File: src/include/usart_spi_defines.svh
`ifndef USART_SPI_DEFINES_SVH
`define USART_SPI_DEFINES_SVH

// Register byte offsets on the AHB-Lite slave
`define REG_STATUS 8'h00
`define REG_CTRL_B 8'h04
`define REG_CTRL_C 8'h08
`define REG_DATA 8'h0c
`define REG_BAUD_LO 8'h10
`define REG_BAUD_HI 8'h14
`define REG_GIE 8'h18
`define REG_IRQ_STAT 8'h1c
`define REG_IRQ_MASK 8'h20

// Status register bit positions
`define A_RXC 7
`define A_TXC 6
`define A_EMPTY 5

// Reserved low bits of control B read back with this pattern
`define B_RSVD_READ 3'h6

// Control C reset values of the frame fields
`define ORDER_RESET 1'b1
`define PHASE_RESET 1'b1
`define POLARITY_RESET 1'b0

// Sticky event bits in the interrupt status and mask registers
`define IRQ_TXC 0
`define IRQ_RXC 1
`define IRQ_EMPTY 2

// Sixteen clock half periods per 8-bit frame, numbered 0 to 15
`define LAST_HALF 4'hf
`define RX_DEPTH 2'h2

`endif

File: src/include/usart_spi_pkg.sv
package usart_spi_pkg;

    typedef enum logic [1:0] {
        MODE_ASYNC = 2'b00,
        MODE_SYNC = 2'b01,
        MODE_RSVD = 2'b10,
        MODE_SPI = 2'b11
    } mode_t;

    typedef enum logic [0:0] {
        ST_IDLE = 1'b0,
        ST_SHIFT = 1'b1
    } xfer_state_t;

    typedef struct packed {
        logic rxcie;
        logic txcie;
        logic data_empty_irq_enable;
        logic rxen;
        logic txen;
        mode_t mode;
        logic order;
        logic cpha;
        logic cpol;
        logic [7:0] baud_lo;
        logic [3:0] baud_hi;
        logic gie;
        logic [2:0] irq_stat;
        logic [2:0] irq_mask;
        xfer_state_t st;
        logic [7:0] txbuf;
        logic txbuf_v;
        logic [7:0] tx_sh;
        logic [7:0] rx_sh;
        logic [3:0] half;
        logic sck;
        logic txc;
        logic [1:0][7:0] rx_mem;
        logic rx_head;
        logic [1:0] rx_cnt;
        logic ap_v;
        logic [7:0] ap_addr;
        logic rd_pend;
        logic [31:0] rdata;
    } ctl_state_t;

    typedef struct packed {
        logic [11:0] cnt;
        logic tick;
    } baud_state_t;

    typedef struct packed {
        logic meta;
        logic sync;
    } sync_state_t;

endpackage : usart_spi_pkg

File: src/include/baud_if.sv
`timescale 1ns/100ps
interface baud_if;
    logic en;
    logic [11:0] div;
    logic tick;
    modport ctl (output en, output div, input tick);
    modport gen (input en, input div, output tick);
endinterface : baud_if

File: src/hdl/usart_spi_master.sv
// Behaviour
// - Data-empty interrupt needs its enable, global enable and empty buffer.
// - Receiver enable in SPI mode takes the serial input pin.
// - Disabling the receiver flushes all unread received data.
// - Receiver alone makes no transfers; only the transmitter clocks.
// - Transmitter enable in SPI mode takes the serial output pin.
// - Disabled transmitter stays active until shifter and buffer are empty.
// - Inactive transmitter hands the output pin back to the port.
// - Mode field bits 7:6: async, sync, reserved, master SPI.
// - Frame fields are taken in the same write that enters SPI mode.
// - Bit 2 set sends LSB first, clear sends MSB first.
// - Bit 1 picks sampling on leading or trailing clock edge.
// - Bit 0 sets clock polarity; both give the four SPI modes.
// - Baud divider registers set the clock rate as in UART use.
// - Writing the data register starts a full-duplex transfer.
// - Empty flag is set whenever the buffer is free, and after reset.
// - Transmit-complete sets at frame end with no data pending; write one clears.
`timescale 1ns/100ps
`include "usart_spi_defines.svh"
module usart_spi_master (
    // Clock and reset
    input wire logic ref_clk,
    input wire logic reset,
    // AHB-Lite slave
    input wire logic hsel,
    input wire logic [31:0] haddr,
    input wire logic [1:0] htrans,
    input wire logic hwrite,
    input wire logic [2:0] hsize,
    input wire logic [31:0] hwdata,
    input wire logic hready,
    output logic hreadyout,
    output logic [31:0] hrdata,
    output logic hresp,
    // Serial pins
    output logic serial_out_o,
    output logic serial_out_oe,
    output logic transfer_clock_o,
    output logic transfer_clock_oe,
    input wire logic serial_in_i,
    output logic serial_in_override,
    // Interrupt
    output logic irq
);
    usart_spi_pkg::ctl_state_t q;
    usart_spi_pkg::ctl_state_t n;
    logic sin;
    logic take;
    logic spi_on;
    logic tx_active;
    logic frame_end;
    logic lead;
    logic [7:0] rd_val;

    baud_if bl ();

    bit_sync2 u_sync (
        .ref_clk(ref_clk),
        .reset(reset),
        .d(serial_in_i),
        .q(sin)
    );

    baud_gen u_baud (
        .ref_clk(ref_clk),
        .reset(reset),
        .bl(bl)
    );

    assign bl.en = (q.st == usart_spi_pkg::ST_SHIFT);
    assign bl.div = {q.baud_hi, q.baud_lo};

    assign take = hsel & htrans[1] & hready;
    assign spi_on = (q.mode == usart_spi_pkg::MODE_SPI);
    assign tx_active = q.txen | (q.st == usart_spi_pkg::ST_SHIFT) | q.txbuf_v;
    assign lead = ~q.half[0];
    assign frame_end = (q.st == usart_spi_pkg::ST_SHIFT) && bl.tick && (q.half == `LAST_HALF);

    // Register read view
    always_comb begin
        case (q.ap_addr)
            `REG_STATUS: begin
                rd_val = {q.rx_cnt != 2'h0, q.txc, ~q.txbuf_v, 5'h00};
            end
            `REG_CTRL_B: begin
                rd_val = {q.rxcie, q.txcie, q.data_empty_irq_enable, q.rxen, q.txen, `B_RSVD_READ};
            end
            `REG_CTRL_C: begin
                rd_val = {q.mode, 3'h0, q.order, q.cpha, q.cpol};
            end
            `REG_DATA: begin
                rd_val = q.rx_mem[q.rx_head];
            end
            `REG_BAUD_LO: begin
                rd_val = q.baud_lo;
            end
            `REG_BAUD_HI: begin
                rd_val = {4'h0, q.baud_hi};
            end
            `REG_GIE: begin
                rd_val = {7'h00, q.gie};
            end
            `REG_IRQ_STAT: begin
                rd_val = {5'h00, q.irq_stat};
            end
            `REG_IRQ_MASK: begin
                rd_val = {5'h00, q.irq_mask};
            end
            default: begin
                rd_val = 8'h00;
            end
        endcase
    end

    always_comb begin
        n = q;
        // Bus address phase; reads get one wait state
        n.ap_v = take & hwrite;
        n.rd_pend = take & ~hwrite;
        if (take) begin
            n.ap_addr = haddr[7:0];
        end
        // Read data phase, popping the receive buffer on a data read
        if (q.rd_pend) begin
            n.rdata = {24'h00_0000, rd_val};
            if (q.ap_addr == `REG_DATA && q.rx_cnt != 2'h0) begin
                n.rx_head = ~q.rx_head;
                n.rx_cnt = q.rx_cnt - 2'h1;
            end
        end
        // Write data phase
        if (q.ap_v) begin
            case (q.ap_addr)
                `REG_STATUS: begin
                    if (hwdata[`A_TXC]) begin
                        n.txc = 1'b0;
                    end
                end
                `REG_CTRL_B: begin
                    n.rxcie = hwdata[7];
                    n.txcie = hwdata[6];
                    n.data_empty_irq_enable = hwdata[5];
                    n.rxen = hwdata[4];
                    n.txen = hwdata[3];
                    // Bits 2:0 are not stored
                end
                `REG_CTRL_C: begin
                    n.mode = usart_spi_pkg::mode_t'(hwdata[7:6]);
                    n.order = hwdata[2];
                    n.cpha = hwdata[1];
                    n.cpol = hwdata[0];
                    // Bits 5:3 are not stored
                end
                `REG_DATA: begin
                    if (!q.txbuf_v && q.txen) begin
                        n.txbuf = hwdata[7:0];
                        n.txbuf_v = 1'b1;
                    end
                end
                `REG_BAUD_LO: begin
                    n.baud_lo = hwdata[7:0];
                end
                `REG_BAUD_HI: begin
                    n.baud_hi = hwdata[3:0];
                end
                `REG_GIE: begin
                    n.gie = hwdata[0];
                end
                `REG_IRQ_STAT: begin
                    n.irq_stat = q.irq_stat & ~hwdata[2:0];
                end
                `REG_IRQ_MASK: begin
                    n.irq_mask = hwdata[2:0];
                end
                default: begin
                end
            endcase
        end
        // Transfer engine; hardware sets follow bus clears so they win
        case (q.st)
            usart_spi_pkg::ST_IDLE: begin
                n.sck = q.cpol;
                if (q.txbuf_v && spi_on) begin
                    n.tx_sh = q.txbuf;
                    n.txbuf_v = 1'b0;
                    n.half = 4'h0;
                    n.st = usart_spi_pkg::ST_SHIFT;
                    n.irq_stat[`IRQ_EMPTY] = 1'b1;
                end
            end
            usart_spi_pkg::ST_SHIFT: begin
                if (bl.tick) begin
                    n.sck = ~q.sck;
                    n.half = q.half + 4'h1;
                    // Sample on leading edge for phase 0, trailing for phase 1
                    if (q.cpha ? ~lead : lead) begin
                        n.rx_sh = q.order ? {sin, q.rx_sh[7:1]} : {q.rx_sh[6:0], sin};
                    end
                    // Change output on the opposite edge; phase 1 skips the first
                    if (q.cpha ? (lead && q.half != 4'h0) : ~lead) begin
                        n.tx_sh = q.order ? {1'b0, q.tx_sh[7:1]} : {q.tx_sh[6:0], 1'b0};
                    end
                    if (q.half == `LAST_HALF) begin
                        n.st = usart_spi_pkg::ST_IDLE;
                        if (q.rxen && n.rx_cnt != `RX_DEPTH) begin
                            // When full the newest byte is lost
                            n.rx_mem[n.rx_head ^ n.rx_cnt[0]] = n.rx_sh;
                            n.rx_cnt = n.rx_cnt + 2'h1;
                            n.irq_stat[`IRQ_RXC] = 1'b1;
                        end
                        if (!n.txbuf_v) begin
                            n.txc = 1'b1;
                            n.irq_stat[`IRQ_TXC] = 1'b1;
                        end
                    end
                end
            end
            default: begin
                n.st = usart_spi_pkg::ST_IDLE;
            end
        endcase
        if (!q.rxen) begin
            n.rx_cnt = 2'h0;
        end
    end

    always_ff @(posedge ref_clk) begin
        if (reset) begin
            q <= '0;
            q.order <= `ORDER_RESET;
            q.cpha <= `PHASE_RESET;
            q.cpol <= `POLARITY_RESET;
        end else begin
            q <= n;
        end
    end

    assign hreadyout = ~q.rd_pend;
    assign hrdata = q.rdata;
    assign hresp = 1'b0;
    assign serial_out_o = q.order ? q.tx_sh[0] : q.tx_sh[7];
    assign serial_out_oe = tx_active & spi_on;
    assign transfer_clock_o = q.sck;
    assign transfer_clock_oe = tx_active & spi_on;
    assign serial_in_override = q.rxen & spi_on;
    assign irq = q.gie & ((q.data_empty_irq_enable & ~q.txbuf_v)
        | (q.txcie & q.txc)
        | (q.rxcie & (q.rx_cnt != 2'h0))
        | (|(q.irq_stat & q.irq_mask)));
endmodule : usart_spi_master

File: src/hdl/bit_sync2.sv
`timescale 1ns/100ps
module bit_sync2 (
    // Clock and reset
    input wire logic ref_clk,
    input wire logic reset,
    // Level in and out
    input wire logic d,
    output logic q
);
    usart_spi_pkg::sync_state_t s_q;
    usart_spi_pkg::sync_state_t s_d;

    always_comb begin
        s_d.meta = d;
        s_d.sync = s_q.meta;
    end

    always_ff @(posedge ref_clk) begin
        if (reset) begin
            s_q <= '0;
        end else begin
            s_q <= s_d;
        end
    end

    assign q = s_q.sync;
endmodule : bit_sync2

File: src/hdl/baud_gen.sv
`timescale 1ns/100ps
module baud_gen (
    // Clock and reset
    input wire logic ref_clk,
    input wire logic reset,
    // Divider control
    baud_if.gen bl
);
    usart_spi_pkg::baud_state_t s_q;
    usart_spi_pkg::baud_state_t s_d;

    // One tick every div+1 cycles, first tick div+1 cycles after enable
    always_comb begin
        s_d = s_q;
        s_d.tick = 1'b0;
        if (!bl.en) begin
            s_d.cnt = bl.div;
        end else if (s_q.cnt == 12'h000) begin
            s_d.cnt = bl.div;
            s_d.tick = 1'b1;
        end else begin
            s_d.cnt = s_q.cnt - 12'h001;
        end
    end

    always_ff @(posedge ref_clk) begin
        if (reset) begin
            s_q <= '0;
        end else begin
            s_q <= s_d;
        end
    end

    assign bl.tick = s_q.tick;
endmodule : baud_gen

File: config.mk
export PLATFORM = sky130hd
export DESIGN_NAME = usart_spi_master
export DESIGN_NICKNAME = d
export VERILOG_FILES = /design/src/include/usart_spi_pkg.sv /design/src/include/baud_if.sv /design/src/hdl/usart_spi_master.sv /design/src/hdl/bit_sync2.sv /design/src/hdl/baud_gen.sv
export VERILOG_INCLUDE_DIRS = /design/src /design/src/include
export SDC_FILE = /design/constraint.sdc
export NUM_CORES = 1
export LEC_CHECK = 0
export BUFFER_PORTS_ARGS = -buffer_cell sky130_fd_sc_hd__buf_2
export CAP_MARGIN = 20
export CORE_MARGIN = 5
export CORE_UTILIZATION = 59
export DETAILED_ROUTE_END_ITERATION = 6
export PLACE_DENSITY_LB_ADDON = 0.15
export SYNTH_ARGS = -nofsm -noshare
export SYNTH_HDL_FRONTEND = slang
export SYNTH_SLANG_ARGS = --single-unit
File: constraint.sdc
create_clock -name ref_clk -period 7.42 [get_ports ref_clk]
set_input_delay 1.484 -clock ref_clk [delete_from_list [all_inputs] [get_ports ref_clk]]
set_output_delay 1.484 -clock ref_clk [all_outputs]
set_load 0.1 [all_outputs]
==> impl_metrics.ini <==
[critical_path]
critical_path.top_delay_family = buffers and inverters
worstSetupEndpointType = primary output
worstPathCellList = inv_1 -> a22oi_1 -> a31oi_1 -> buf_2
critPathKind = flip-flop to primary output
worst_setup_path_start_kind = flip-flop
cp_slowest_stage_delay_ps = 470
critical_path.max_fanout = 14
critPathRequiredTime_ps = 5940
ff2ff_path_depth = 9
flop_to_flop_setup_slack_ps = 4110
timing.rr.start = q[35]$_SDFFE_PP0P_
path_buf_inv = 2
critical_path_arrival_ps = 2140
crit_slowest_cell = buf_2
crit_path_start = q[83]$_SDFF_PP0_

[flow_run]
max-cap-violations = 0

[sta]
worst_slack_ps = 3797
period_share_pct = 48.83
finalMaxSlewViolations = 0
grt_setup_unrepaired = no
fmax_ghz = 0.2760
final-setup-viol-count = 0
hold_viol = 0
final_worst_clock_skew_ps = 9.828
finalSetupTns_ps = 0
period_needed_ps = 3623
max_slew.worst_pin.slew_ps = 1013
slew-limit-headroom_pct = 32.44

[placement]
port-buffer-count = 37
detailed_place_hpwl_mm = 9.057
finalWeightedCongestion = 0.8797
place_ws_ps = 4128

[floorplanning]
die_y_um = 107.9
core-area_um2 = 9284
pin_count = 115
die_width_um = 107.9
fp.dieArea_um2 = 11650
number_of_standard_cell_rows_in_the_floorplan = 35
starting_density_of_the_core_pct = 60.96

[synth]
synthTopCellsByArea = dfxtp_1, mux2i_1, mux2_2
synth_mux_area_share_pct = 14.61
syn-mean-instance-area_um2 = 9.055
ys_ff_latch = 113
postSynth.asyncResetShare_pct = 0
yosysMostFrequentCell = dfxtp_1
synth_largest_area_cell = dfxtp_1
synth_xor_xnor_area_share_pct = 2.012
syn-cell-area_um2 = 5659
postSynthCellCount = 625
synthFlopType = dfxtp_1
sequential_share_of_the_synthesized_area_pct = 39.97
post_synth_num_cell_types = 65
synth-compound-area-share_pct = 15.54
yosys.area_share.simple_pct = 18.37
synthesis.yosys.warnings = 0
post_synth_most_frequent_cells = dfxtp_1, nor2_1, mux2i_1
dominant_combinational_cell_family_by_area_after_synthesis = simple AND/OR/NAND/NOR gates
yosys.area.top_type_share_pct = 39.97
synth_enable_flop_cells = 0
post_synth_fa_ha_maj_area_fraction_pct = 1.327

[layout]
fillers = 759
design.final.nets = 718
fraction_of_layout_instances_using_a_drive_strength_above_1_pct = 18.31
num_antenna_cells = 0
area_of_the_multi_input_gates_um2 = 3035
area_growth_syn_to_layout_pct = 12.58
regArea_um2 = 2262

[clock_network]
cts.hold.buffers_added = 0
clkSlewWorstSetupHoldPaths_ps = 60
ctsLongestPathBuffers = 2
cts-resized-gates = 0
number_of_buffers_inserted_during_clock_tree_synthesis = 17
cts-htree-levels = 4
postCtsSetupBuffers = 0
clock_insertion_delay_worst_skew_ps = 510
tritoncts = built
clock-sinks = 113
clk_root_buffer_cell = clkbuf_8

[routing]
routed_wl_mm = 13.28
avgRoutedWirePerCell_um = 17.05
num_vias = 4531
remaining_drc_errors = 0
first_iter_violations = 277
route.antenna.remaining_nets = 0
vias_per_cell = 5.816
detailedRoute.firstPassIterationCount = 5

[grt]
grtUsageTotal_pct = 23.83
grt_max_degree = 67
first_pass_grt_wire_length_mm = 21.72
grt_antenna_before_repair = 0
first_global_vias = 4323
globalRoute.totalOverflow = 0

[hold_path]
worstHoldEndpoint = u_sync.q$_SDFF_PP0_
hold_start = u_sync.s_d[0]$_SDFF_PP0_
hold_class = flip-flop to flip-flop
count_of_cells_along_the_worst_hold_path = 1

[power]
design_power_total_w = 0.001606
total_leakage_power_nw = 2.652
max-vdd-ir-drop_v = 0.0002240
power.density_cell_area_nw_per_um2 = 252.1

[run_status]
status = finished, final reports clean
-- per-layer routing --
metal / part of all wire (%) / global-route usage [%] / up-vias
met1: 44 / 30.13 / 2137
li1: - / - / 2214
met4: 2.1 / 8.656 / 0
met2: 48 / 39.17 / 159
met3: 6.0 / 6.388 / 21
met5: 0 / 0 / -
-- cell type report --
cell class / instances / area share [%]
Tap cell: 129 / 2.533
Clock inverter: 9 / 2.769
Sequential cell: 113 / 35.51
Multi-Input combinational cell: 452 / 47.64
Clock buffer: 23 / 7.482
Inverter: 13 / 0.7659
Timing Repair Buffer: 40 / 3.299
-- how the worst max path moves through the flow --
stage / endpoint / slack [ps] / cells after the start
finish: irq / 3800 / 4
detailed placement: flip-flop / 4130 / 9
global route: irq / 3720 / 4
floorplan: irq / 3730 / 5
CTS: irq / 3780 / 4
global placement: flip-flop / 4240 / 9
-- power breakdown --
| group | internal, W | leakage, nW | switching (W) |
|---|---|---|---|
| Combinational | 0.0000139 | 1.42 | 0.0000869 |
| Clock | 0.000614 | 0.318 | 0.000276 |
| Sequential | 0.000610 | 0.911 | 0.00000517 |
| Total | 0.00124 | 2.65 | 0.000368 |
-- placed cells by master, fill, tap and decap left out, types with 4 or more instances in the layout --
master,netlist,layout
dfxtp_1,113,113
nor2_1,71,71
mux2i_1,50,50
nand2_1,48,48
a21oi_1,41,41
buf_2,3,36
mux2_2,27,27
conb_1,1,25
nand3_1,19,19
clkbuf_16,0,16
o21ai_0,15,15
inv_1,12,12
xnor2_1,11,11
nand4_1,10,10
a211oi_2,10,10
nor2b_1,8,8
o211ai_1,8,8
a31oi_1,7,7
nor3_1,6,6
a32oi_1,6,6
ha_1,6,6
a22oi_1,5,5
and2_1,5,5
nand2b_1,5,5
o2bb2ai_1,5,5
nor3b_1,5,5
clkbuf_8,0,5
bufinv_16,0,5
and3_1,4,4
a22o_1,4,4
a221oi_1,4,4
buf_4,35,4
-- logic make-up (layout without fill, tap and decap cells) --
kind of cell             count (synthesis)  after routing
other                                    1             25
XOR/XNOR                                13             13
flip-flops                             113            113
multiplexers                            78             78
adder cells (fa/ha/maj)                  6              6
buffers and inverters                   84             85
AND/OR/NAND/NOR                        206            206
AO/OA/AOI/OAI                          124            124
-- stage by stage --
step                      hold WS [ps]  cell area, µm²  instances  util [%]
after floorplan                  413.8            5749        649         -
after global placement           432.0            5718        747     61.59
after detailed placement         438.5            5718        747     61.59
after CTS                        452.9            6371        779     68.63
after global routing             467.5            6371        779     68.63
final                            443.1            6371        779     68.63
Power figures use the tool's default switching activity.
